$ cat config.mk
export PLATFORM = sky130hd
export DESIGN_NAME = manual_mode_ctrl
export DESIGN_NICKNAME = d
export VERILOG_FILES = /design/src/design/manual_mode_pkg.sv /design/src/design/btn_if.sv /design/src/design/manual_mode_ctrl.sv /design/src/design/pin_debounce.sv
export VERILOG_INCLUDE_DIRS = /design/src /design/src/design
export SDC_FILE = /design/constraint.sdc
export NUM_CORES = 2
export LEC_CHECK = 0
export ABC_AREA = 1
export BUFFER_PORTS_ARGS = -buffer_cell sky130_fd_sc_hd__clkbuf_2
export CORE_MARGIN = 4
export CORE_UTILIZATION = 50
export CTS_BUF_LIST = sky130_fd_sc_hd__clkbuf_4 sky130_fd_sc_hd__clkbuf_8
export DETAILED_ROUTE_END_ITERATION = 16
export MAX_ROUTING_LAYER = met4
export PLACE_DENSITY = 0.69
export REMOVE_ABC_BUFFERS = 1
export SLEW_MARGIN = 5
export SYNTH_ARGS = -nofsm -noshare
export SYNTH_HDL_FRONTEND = slang
export SYNTH_SLANG_ARGS = --single-unit
$ cat constraint.sdc
create_clock -name clk -period 2.29 [get_ports clk]
set_clock_uncertainty 0.2 [all_clocks]
set_input_delay 0.458 -clock clk [delete_from_list [all_inputs] [get_ports clk]]
set_output_delay 0.458 -clock clk [all_outputs]
set_load 0.02 [all_outputs]
$ cat src/design/manual_mode_defs.svh
/*
  Constants for the manual override mode controller: register offsets, field positions,
  reset values, bus response codes and timing figures.
  Assumes a 50 MHz system clock; included by bare name from the design files.
*/
`ifndef MANUAL_MODE_DEFS_SVH
`define MANUAL_MODE_DEFS_SVH

// ----------------------------------------------------------------------
// Timing
// ----------------------------------------------------------------------
`define CLK_KHZ 50000
`define HOLD_MS 2000
`define FLASH_MS 3000
`define BLINK_HALF_MS 125
`define DEBOUNCE_MS 10
`define CYCLIC_MS 10000
`define MS_TO_CYC(ms) ((ms) * `CLK_KHZ)

// ----------------------------------------------------------------------
// Register offsets (byte addresses)
// ----------------------------------------------------------------------
`define OFS_CTRL 8'h00
`define OFS_BLOCK 8'h04
`define OFS_GROUP 8'h08
`define OFS_PHYS_ADDR 8'h0C
`define OFS_STATUS 8'h10

// ----------------------------------------------------------------------
// Field positions
// ----------------------------------------------------------------------
`define CTRL_MAN_EN 0
`define CTRL_INHIBIT 1
`define BLOCK_CYC_LSB 8
`define STAT_MANUAL 0
`define STAT_PROG 1
`define STAT_INPUT_LSB 8

// ----------------------------------------------------------------------
// Reset values and bus responses
// ----------------------------------------------------------------------
`define PHYS_ADDR_RST 16'hFFFF
`define RESP_OKAY 2'h0
`define RESP_SLVERR 2'h2

`endif

$ cat src/design/manual_mode_pkg.sv
/*
  Types shared by the manual override mode controller files.
  Assumes nothing of its surroundings.
*/
package manual_mode_pkg;

  // Operating state of the mode controller.
  typedef enum logic [1:0] {ST_BUS, ST_FLASH_TO_MAN, ST_MAN, ST_FLASH_TO_BUS} mode_t;

endpackage

$ cat src/design/btn_if.sv
/*
  Interface carrying debounced levels and edge pulses from the debouncer to the controller.
  Assumes both ends run on the same clock.
*/
`timescale 1ns/100ps

interface btn_if #(parameter int N = 18);
  logic [N-1:0] level;
  logic [N-1:0] rise;
  logic [N-1:0] fall;

  modport src (output level, output rise, output fall);
  modport dst (input level, input rise, input fall);
endinterface

$ cat src/design/manual_mode_ctrl.sv
/*
  Manual override mode controller for an eight-channel contact-input module, with an
  AXI4-Lite register slave, telegram request port, LEDs and programming button.
  Assumes one 50 MHz clock, synchronous active-high reset at bus power-up, active-high
  pins, and a telegram sink that takes one request per tx_valid/tx_ready handshake.
*/
// Implementation choices: register access over AXI4-Lite and the placing of the registers.
`timescale 1ns/100ps
`include "manual_mode_defs.svh"

module manual_mode_ctrl
  import manual_mode_pkg::*;
#(
  parameter int N_IN = 8,
  parameter logic [31:0] HOLD_CYCLES = `MS_TO_CYC(`HOLD_MS),
  parameter logic [31:0] FLASH_CYCLES = `MS_TO_CYC(`FLASH_MS),
  parameter logic [31:0] BLINK_CYCLES = `MS_TO_CYC(`BLINK_HALF_MS),
  parameter logic [31:0] DEBOUNCE_CYCLES = `MS_TO_CYC(`DEBOUNCE_MS),
  parameter logic [31:0] CYCLIC_CYCLES = `MS_TO_CYC(`CYCLIC_MS)
) (
  // Clock and reset
  input wire logic clk,
  input wire logic rst,
  // AXI4-Lite slave
  input wire logic [7:0] s_axi_awaddr,
  input wire logic s_axi_awvalid,
  output logic s_axi_awready,
  input wire logic [31:0] s_axi_wdata,
  input wire logic [3:0] s_axi_wstrb,
  input wire logic s_axi_wvalid,
  output logic s_axi_wready,
  output logic [1:0] s_axi_bresp,
  output logic s_axi_bvalid,
  input wire logic s_axi_bready,
  input wire logic [7:0] s_axi_araddr,
  input wire logic s_axi_arvalid,
  output logic s_axi_arready,
  output logic [31:0] s_axi_rdata,
  output logic [1:0] s_axi_rresp,
  output logic s_axi_rvalid,
  input wire logic s_axi_rready,
  // Front panel and contacts
  input wire logic [N_IN-1:0] contact_in,
  input wire logic [N_IN-1:0] key_in,
  input wire logic mode_btn_in,
  input wire logic prog_btn_in,
  output logic [N_IN-1:0] led_input,
  output logic led_manual,
  output logic led_prog,
  // Telegram requests
  output logic tx_valid,
  input wire logic tx_ready,
  output logic [$clog2(N_IN)-1:0] tx_chan,
  output logic tx_value
);

  localparam int CHW = $clog2(N_IN);
  localparam int NB = 2 * N_IN + 2;
  localparam int MODE_BIT = 2 * N_IN;
  localparam int PROG_BIT = 2 * N_IN + 1;

  typedef struct packed {
    mode_t st;
    logic [31:0] hold_cnt;
    logic held;
    logic [31:0] flash_cnt;
    logic [31:0] blink_cnt;
    logic blink;
    logic [31:0] cyc_cnt;
    logic [N_IN-1:0] inp;
    logic [N_IN-1:0] pend;
    logic tx_v;
    logic [CHW-1:0] tx_ch;
    logic tx_val;
    logic prog;
    logic [15:0] paddr;
    logic man_en;
    logic inhibit;
    logic [N_IN-1:0] blk;
    logic [N_IN-1:0] cyc_en;
    logic [N_IN-1:0] ga;
    logic aw_got;
    logic [7:0] awa;
    logic w_got;
    logic [31:0] wd;
    logic [3:0] ws;
    logic bv;
    logic [1:0] br;
    logic rv;
    logic [31:0] rd;
    logic [1:0] rr;
  } ctrl_t;

  ctrl_t s_ff;
  ctrl_t nxt_s;

  btn_if #(.N(NB)) btn ();

  pin_debounce #(.N(NB), .STABLE_CYCLES(DEBOUNCE_CYCLES)) u_debounce (
    .clk(clk),
    .rst(rst),
    .raw({prog_btn_in, mode_btn_in, key_in, contact_in}),
    .clean(btn)
  );

  logic [N_IN-1:0] cont_lvl;
  logic [N_IN-1:0] key_rise;
  logic mode_lvl;
  logic en_ok;
  logic addr_wr;

  assign cont_lvl = btn.level[N_IN-1:0];
  assign key_rise = btn.rise[2*N_IN-1:N_IN];
  assign mode_lvl = btn.level[MODE_BIT];
  assign en_ok = s_ff.man_en && !s_ff.inhibit;

  // ----------------------------------------------------------------------
  // Helpers
  // ----------------------------------------------------------------------
  function automatic logic [31:0] merge(input logic [31:0] old, input logic [31:0] d,
                                        input logic [3:0] be);
    logic [31:0] r;
    r = old;
    for (int i = 0; i < 4; i++)
    begin
      if (be[i])
      begin
        r[8*i +: 8] = d[8*i +: 8];
      end
    end
    return r;
  endfunction

  function automatic logic [CHW-1:0] lowest(input logic [N_IN-1:0] v);
    logic [CHW-1:0] r;
    r = '0;
    for (int i = N_IN - 1; i >= 0; i--)
    begin
      if (v[i])
      begin
        r = CHW'(i);
      end
    end
    return r;
  endfunction

  function automatic logic mapped(input logic [7:0] a);
    return a == `OFS_CTRL || a == `OFS_BLOCK || a == `OFS_GROUP ||
           a == `OFS_PHYS_ADDR || a == `OFS_STATUS;
  endfunction

  // ----------------------------------------------------------------------
  // Next state
  // ----------------------------------------------------------------------
  always_comb
  begin
    logic [31:0] w;
    w = '0;
    nxt_s = s_ff;
    addr_wr = 1'b0;

    // Bus slave: address and data are caught in either order, then written together.
    if (s_axi_awvalid && s_axi_awready)
    begin
      nxt_s.aw_got = 1'b1;
      nxt_s.awa = s_axi_awaddr;
    end
    if (s_axi_wvalid && s_axi_wready)
    begin
      nxt_s.w_got = 1'b1;
      nxt_s.wd = s_axi_wdata;
      nxt_s.ws = s_axi_wstrb;
    end
    if (s_axi_bvalid && s_axi_bready)
    begin
      nxt_s.bv = 1'b0;
    end
    if (s_ff.aw_got && s_ff.w_got)
    begin
      nxt_s.aw_got = 1'b0;
      nxt_s.w_got = 1'b0;
      nxt_s.bv = 1'b1;
      nxt_s.br = mapped(s_ff.awa) ? `RESP_OKAY : `RESP_SLVERR;
      unique case (s_ff.awa)
        `OFS_CTRL:
        begin
          w = merge({30'h0, s_ff.inhibit, s_ff.man_en}, s_ff.wd, s_ff.ws);
          nxt_s.man_en = w[`CTRL_MAN_EN];
          nxt_s.inhibit = w[`CTRL_INHIBIT];
        end
        `OFS_BLOCK:
        begin
          w = merge({16'h0, s_ff.cyc_en, s_ff.blk}, s_ff.wd, s_ff.ws);
          nxt_s.blk = w[N_IN-1:0];
          nxt_s.cyc_en = w[`BLOCK_CYC_LSB +: N_IN];
        end
        `OFS_GROUP:
        begin
          w = merge({24'h0, s_ff.ga}, s_ff.wd, s_ff.ws);
          nxt_s.ga = w[N_IN-1:0];
        end
        `OFS_PHYS_ADDR:
        begin
          w = merge({16'h0, s_ff.paddr}, s_ff.wd, s_ff.ws);
          nxt_s.paddr = w[15:0];
          addr_wr = 1'b1;
        end
        default:
        begin
          w = '0;
        end
      endcase
    end
    if (s_axi_rvalid && s_axi_rready)
    begin
      nxt_s.rv = 1'b0;
    end
    if (s_axi_arvalid && s_axi_arready)
    begin
      nxt_s.rv = 1'b1;
      nxt_s.rr = mapped(s_axi_araddr) ? `RESP_OKAY : `RESP_SLVERR;
      unique case (s_axi_araddr)
        `OFS_CTRL: nxt_s.rd = {30'h0, s_ff.inhibit, s_ff.man_en};
        `OFS_BLOCK: nxt_s.rd = {16'h0, s_ff.cyc_en, s_ff.blk};
        `OFS_GROUP: nxt_s.rd = {24'h0, s_ff.ga};
        `OFS_PHYS_ADDR: nxt_s.rd = {16'h0, s_ff.paddr};
        `OFS_STATUS: nxt_s.rd = {16'h0, s_ff.inp, 6'h00, s_ff.prog, s_ff.st == ST_MAN};
        default: nxt_s.rd = '0;
      endcase
    end

    // The press toggles; an address assigned in the same cycle loses to the press.
    if (btn.rise[PROG_BIT])
    begin
      nxt_s.prog = !s_ff.prog;
    end
    else if (addr_wr)
    begin
      nxt_s.prog = 1'b0;
    end

    // Flash divider.
    if (s_ff.blink_cnt >= BLINK_CYCLES - 32'd1)
    begin
      nxt_s.blink_cnt = '0;
      nxt_s.blink = !s_ff.blink;
    end
    else
    begin
      nxt_s.blink_cnt = s_ff.blink_cnt + 32'd1;
    end

    // Press timing; one trigger per press, released presses just reset the count.
    if (mode_lvl)
    begin
      if (s_ff.hold_cnt < HOLD_CYCLES)
      begin
        nxt_s.hold_cnt = s_ff.hold_cnt + 32'd1;
      end
    end
    else
    begin
      nxt_s.hold_cnt = '0;
      nxt_s.held = 1'b0;
    end

    // The request slot is refilled before new events are merged, so a set always wins.
    if (s_ff.tx_v && tx_ready)
    begin
      nxt_s.tx_v = 1'b0;
    end
    if (!s_ff.tx_v && |s_ff.pend)
    begin
      nxt_s.tx_v = 1'b1;
      nxt_s.tx_ch = lowest(s_ff.pend);
      nxt_s.tx_val = s_ff.inp[lowest(s_ff.pend)];
      nxt_s.pend[lowest(s_ff.pend)] = 1'b0;
    end

    if (s_ff.cyc_cnt >= CYCLIC_CYCLES - 32'd1)
    begin
      nxt_s.cyc_cnt = '0;
      nxt_s.pend = nxt_s.pend | (s_ff.cyc_en & s_ff.ga);
    end
    else
    begin
      nxt_s.cyc_cnt = s_ff.cyc_cnt + 32'd1;
    end

    unique case (s_ff.st)
      ST_BUS, ST_MAN:
      begin
        if (mode_lvl && !s_ff.held && s_ff.hold_cnt == HOLD_CYCLES - 32'd1)
        begin
          nxt_s.held = 1'b1;
          nxt_s.flash_cnt = '0;
          if (s_ff.st == ST_MAN)
          begin
            nxt_s.st = ST_FLASH_TO_BUS;
          end
          else if (en_ok)
          begin
            nxt_s.st = ST_FLASH_TO_MAN;
          end
        end
      end
      ST_FLASH_TO_MAN, ST_FLASH_TO_BUS:
      begin
        nxt_s.flash_cnt = s_ff.flash_cnt + 32'd1;
        if (s_ff.flash_cnt == FLASH_CYCLES - 32'd1)
        begin
          nxt_s.st = (s_ff.st == ST_FLASH_TO_MAN) ? ST_MAN : ST_BUS;
        end
      end
    endcase

    if (s_ff.st == ST_MAN)
    begin
      // Contacts are not looked at; keys work regardless of block.
      nxt_s.inp = s_ff.inp ^ key_rise;
      nxt_s.pend = nxt_s.pend | (key_rise & s_ff.ga);
    end
    else if (s_ff.st == ST_FLASH_TO_BUS && s_ff.flash_cnt == FLASH_CYCLES - 32'd1)
    begin
      nxt_s.inp = cont_lvl;
      nxt_s.pend = nxt_s.pend | s_ff.ga;
    end
    else if (s_ff.st != ST_FLASH_TO_BUS)
    begin
      // Blocked inputs keep their last value; keys are not looked at here.
      nxt_s.inp = (s_ff.inp & s_ff.blk) | (cont_lvl & ~s_ff.blk);
      nxt_s.pend = nxt_s.pend | ((cont_lvl ^ s_ff.inp) & ~s_ff.blk & s_ff.ga);
    end
  end

  always_ff @(posedge clk)
  begin
    if (rst)
    begin
      s_ff <= '0;
      s_ff.st <= ST_BUS;
      s_ff.paddr <= `PHYS_ADDR_RST;
    end
    else
    begin
      s_ff <= nxt_s;
    end
  end

  // ----------------------------------------------------------------------
  // Outputs
  // ----------------------------------------------------------------------
  assign s_axi_awready = !s_ff.aw_got && !s_ff.bv;
  assign s_axi_wready = !s_ff.w_got && !s_ff.bv;
  assign s_axi_bvalid = s_ff.bv;
  assign s_axi_bresp = s_ff.br;
  assign s_axi_arready = !s_ff.rv;
  assign s_axi_rvalid = s_ff.rv;
  assign s_axi_rdata = s_ff.rd;
  assign s_axi_rresp = s_ff.rr;
  assign led_input = s_ff.inp;
  assign led_prog = s_ff.prog;
  assign tx_valid = s_ff.tx_v;
  assign tx_chan = s_ff.tx_ch;
  assign tx_value = s_ff.tx_val;

  // A press that cannot change the mode leaves the LED alone.
  always_comb
  begin
    unique case (s_ff.st)
      ST_BUS: led_manual = mode_lvl && en_ok && !s_ff.held && s_ff.blink;
      ST_MAN: led_manual = (mode_lvl && !s_ff.held) ? s_ff.blink : 1'b1;
      ST_FLASH_TO_MAN, ST_FLASH_TO_BUS: led_manual = s_ff.blink;
    endcase
  end
endmodule

$ cat src/design/pin_debounce.sv
/*
  Three-stage synchroniser and debouncer for a group of pin inputs.
  Assumes raw pins are asynchronous to clk and active high.
*/
`timescale 1ns/100ps

module pin_debounce #(
  parameter int N = 18,
  parameter logic [31:0] STABLE_CYCLES = 32'd500000
) (
  // Clock and reset
  input wire logic clk,
  input wire logic rst,
  // Pins and clean output
  input wire logic [N-1:0] raw,
  btn_if.src clean
);

  typedef struct packed {
    logic [N-1:0] s1;
    logic [N-1:0] s2;
    logic [N-1:0] s3;
    logic [N-1:0] lvl;
    logic [N-1:0] rise;
    logic [N-1:0] fall;
    logic [N-1:0][31:0] cnt;
  } deb_t;

  deb_t s_ff;
  deb_t nxt_s;

  // ----------------------------------------------------------------------
  // Filter
  // ----------------------------------------------------------------------
  // A level is accepted only once stages two and three agree and stay different from the
  // accepted level for the whole stable time; the first stage feeds only the second.
  always_comb
  begin
    nxt_s = s_ff;
    nxt_s.s1 = raw;
    nxt_s.s2 = s_ff.s1;
    nxt_s.s3 = s_ff.s2;
    nxt_s.rise = '0;
    nxt_s.fall = '0;
    for (int i = 0; i < N; i++)
    begin
      if (s_ff.s2[i] == s_ff.s3[i] && s_ff.s3[i] != s_ff.lvl[i])
      begin
        if (s_ff.cnt[i] >= STABLE_CYCLES - 32'd1)
        begin
          nxt_s.cnt[i] = '0;
          nxt_s.lvl[i] = s_ff.s3[i];
          nxt_s.rise[i] = s_ff.s3[i];
          nxt_s.fall[i] = !s_ff.s3[i];
        end
        else
        begin
          nxt_s.cnt[i] = s_ff.cnt[i] + 32'd1;
        end
      end
      else
      begin
        nxt_s.cnt[i] = '0;
      end
    end
  end

  always_ff @(posedge clk)
  begin
    if (rst)
    begin
      s_ff <= '0;
    end
    else
    begin
      s_ff <= nxt_s;
    end
  end

  assign clean.level = s_ff.lvl;
  assign clean.rise = s_ff.rise;
  assign clean.fall = s_ff.fall;

endmodule

==> summary.md <==
- **WHS Path Cells** 4
- **dominant cells by area after synthesis** sky130_fd_sc_hd__dfxtp_1, sky130_fd_sc_hd__nand2_1, sky130_fd_sc_hd__nor2_1
- **worst reg2reg path startpoint** s_ff[83]$_SDFFE_PP0P_
- **count of flip-flops with a built-in enable after synthesis** 0
- **Max Root-Sink Buffers** 3
- **largest net degree at the start of global routing** 60
- **Post-DP HPWL** 54000 um
- **TritonCTS Buffers** 149
- **sequential cell area fraction in the yosys report** 49.3%
- **Hold Path Origin** s_axi_wvalid
- **Placed Area** 39000 um2
- **Worst Max-Slew Pin Slew** 0.640 ns
- **finished layout cell area** 43100 um2
- **largest fanout on the critical path** 5
- **unrepaired setup endpoints after global routing** yes
- **number of antenna violations at the first check in global routing** 3
- **Async S/R FF share, synth** 0%
- **synthesis-to-finish area growth** 17.7%
- **power per cell area** 734 nW/um2
- **post-DR vias/cell** 4.75
- **Relative slew margins** 56.9%
- **aggregate global routing overflow** 0
- **# IOs** 134
- **cell with the most instances after synthesis** sky130_fd_sc_hd__dfxtp_1
- **Synthesis Warnings** 0
- **wire length of the first global-routing pass** 129000 um
- **share of the clock period used by the worst path** 114%
- **number of max-cap violations** 0
- **Die Span X** 279 um
- **Worst Hold Path EP** s_ff[42]$_SDFFE_PP0P_
- **crit path time final** 2.61 ns
- **Die ar.** 77600 um2
- **Setup crit end kind** output port
- **worst stage delay on the critical path** 0.38 ns
- **TritonCTS sink count** 901
- **cell breakdown of the critical path** inv_4 -> ha_4 -> nor2_2 -> a221oi_2 -> buf_4 -> buf_8
- **Synth area leader** sky130_fd_sc_hd__dfxtp_1
- **met3 layer usage reported by global route** 4.86%
- **post-synth top area share** 49.3%
- **GRT busiest layer** met2
- **buffer cell driving the clock tree root** sky130_fd_sc_hd__clkbuf_8
- **sequential cell area** 18000 um2
- **pre-CTS WS** 0.0526 ns
- **TritonRoute pass-1 iters** 7
- **element type at the critical path start** flip-flop
- **FILL cells** 6495
- **Primary FF master, synth** sky130_fd_sc_hd__dfxtp_1
- **Core Region** 72100 um2
- **worst hold path class** in -> reg
- **H-Tree Depth** 4
- **violated checks** setup timing
- **DRC violation count after routing** 0
- **CTS tree** yes
- **GR Util All Layers** 20.1%
- **clk_lat worst skew** 0.80 ns
- **average size of a mapped cell** 7.73 um2
- **Max Freq** 383 MHz
- **arrival time of the worst setup path** 1.95 ns
- **Antenna Nets Post-Route** 0
- **path depth of the worst reg2reg path** 5
- **average routed wire per standard cell** 12.1 um
- **total number of vias** 30000
- **Worst Setup Path Type** reg -> out
- **final number of hold-violating endpoints** 0
- **Clk pin slew, worst setup/hold paths** 0.05 ns
- **result of the run** complete, but fails checks
- **setup-violating endpoint count in the final report** 1
- **met1 capacity usage during global routing** 26.0%
- **netlist area before placement** 36600 um2
- **multi-input gate area in the final layout** 16600 um2
- **core occupancy in the finished layout** 59.8%
- **total count of max-transition violations in the final report** 0
- **final RePlAce weighted congestion** 0.909
- **number of synthesized register bits** 901
- **nets** 5358
- **fraction of layout instances using a drive strength above 1** 10.8%
- **least setup slack across all paths after layout** -0.318 ns
- **data required time of the critical path** 1.63 ns
- **DRC marker count from the first detailed-route iteration** 1592
- **cell at the slowest stage of the critical path** sky130_fd_sc_hd__dfxtp_4
- **std cell rows** 98
- **unique cell type count in the Yosys netlist** 59
- **most instantiated cells after synthesis** sky130_fd_sc_hd__dfxtp_1, sky130_fd_sc_hd__nand2_1, sky130_fd_sc_hd__nor2_1
- **peak ir drop on the vdd network** 0.792 mV
- **buffers added on ports** 97
- **total length of routed wires** 76600 um
- **cells after synthesis** 4739
- **final worst hold slack** 0.0770 ns
- **met2 layer usage reported by global route** 31.2%
- **vias in the first global route** 28200
- **worst r2r dst** s_ff[80]$_SDFFE_PP0P_
- **Pleak** 16.7 nW
- **starting density of the core** 50.8%
- **die height** 279 um
- **R2R Setup Slk** 0.15 ns
## how the worst max path moves through the flow
stage | start | endpoint | slack, ns | depth (start not counted)
floorplan | rst | s_ff[162]$_SDFF_PP0_ | -0.39 | 3
global placement | u_debounce.s_ff[288]$_SDFF_PP0_ | u_debounce.s_ff[291]$_SDFF_PP0_ | 0.11 | 10
detailed placement | u_debounce.s_ff[288]$_SDFF_PP0_ | u_debounce.s_ff[291]$_SDFF_PP0_ | 0.05 | 10
CTS | s_ff[279]$_SDFFE_PP0P_ | led_manual | -0.40 | 6
global route | u_debounce.clean.level[16]$_SDFFE_PP0P_ | led_manual | -0.45 | 6
finish | s_ff[278]$_SDFFE_PP0P_ | led_manual | -0.32 | 6
## routing by layer
metal	share of wire, %	up-vias
met5	0	-
met4	2.4	0
met3	6.0	139
met2	44	578
met1	47	13300
li1	-	15900
## metrics by stage
stage               setup TNS (ns)  instances  power [W]
global route                -0.446       6312     0.0330
detailed placement               0       5976     0.0173
finish                      -0.318       6313     0.0316
CTS                         -0.403       6307     0.0321
global placement                 0       5976     0.0173
floorplan                   -13.47       4867     0.0169
## placed cells by master, fill, tap and decap left out, types with 68 or more instances in the layout
| master | synthesis | routed |
|---|---|---|
| sky130_fd_sc_hd__clkbuf_8 | 0 | 176 |
| sky130_fd_sc_hd__conb_1 | 1 | 264 |
| sky130_fd_sc_hd__dfxtp_1 | 901 | 898 |
| sky130_fd_sc_hd__nand2_1 | 874 | 873 |
| sky130_fd_sc_hd__nand4_1 | 91 | 91 |
| sky130_fd_sc_hd__a21oi_1 | 277 | 277 |
| sky130_fd_sc_hd__inv_1 | 579 | 576 |
| sky130_fd_sc_hd__nor2_1 | 760 | 757 |
| sky130_fd_sc_hd__dlygate4sd3_1 | 0 | 74 |
| sky130_fd_sc_hd__nor4_1 | 68 | 68 |
| sky130_fd_sc_hd__clkbuf_2 | 0 | 95 |
| sky130_fd_sc_hd__nor3_1 | 178 | 177 |
| sky130_fd_sc_hd__o21ai_0 | 135 | 135 |
| sky130_fd_sc_hd__xor2_1 | 158 | 158 |
| sky130_fd_sc_hd__nand3_1 | 217 | 216 |
## final cells by class
class / count / share of cell area [%]
diodes: 4 / 0.0232
clock buffers: 222 / 6.42
clock inverters: 34 / 0.845
repair buffers: 236 / 4.20
inverters: 600 / 5.27
multi-input cells: 3366 / 38.6
well taps: 950 / 2.76
flip-flops and latches: 901 / 41.9
## state kept, by name, summed over array words and instances, names as in the netlist, 3 cells and up
name and flops:
u_debounce.clean.level 18, s_ff 210, u_debounce.nxt_s 36, u_debounce.clean.rise 9
u_debounce.s_ff 594, led_input 8, tx_chan 3, s_axi_rdata 16
## timing repair
| item | in CTS | in global routing |
|---|---|---|
| setup endpoints to repair | 1 | 83 |
| resized for setup | 25 | 16 |
| buffers inserted | 1 | 2 |
| pin swaps | 2 | 2 |
| hold buffers | 74 | 0 |
| hold endpoints to repair | 109 | 0 |
## power by group
group	switching, W	internal (W)
sequential	0.000139	0.0160
combinational	0.000576	0.000336
clock	0.00625	0.00832
## cells by family (layout without fill, tap and decap cells)
logic type               after synthesis  in the layout  synth area share [%]
other                                  1            268                0.0102
adder cells (fa/ha/maj)               26             26                 0.888
flip-flops                           901            901                  49.3
AND/OR/NAND/NOR                     2350           2350                  28.7
AO/OA/AOI/OAI                        510            510                  7.60
buffers and inverters                735           1092                  8.36
XOR/XNOR                             216            216                  5.17
## worst max-delay path: cells and delay by family, from the launching register on
| family | cells | cell delay (ns) |
|---|---|---|
| AOI/OAI and AO/OA | 1 | 0.24 |
| adders and majority gates | 1 | 0.15 |
| buffers and inverters | 3 | 0.36 |
| DFF | 1 | 0.38 |
| and+or+nand+nor | 1 | 0.05 |
(Power assumes the default switching activity.)
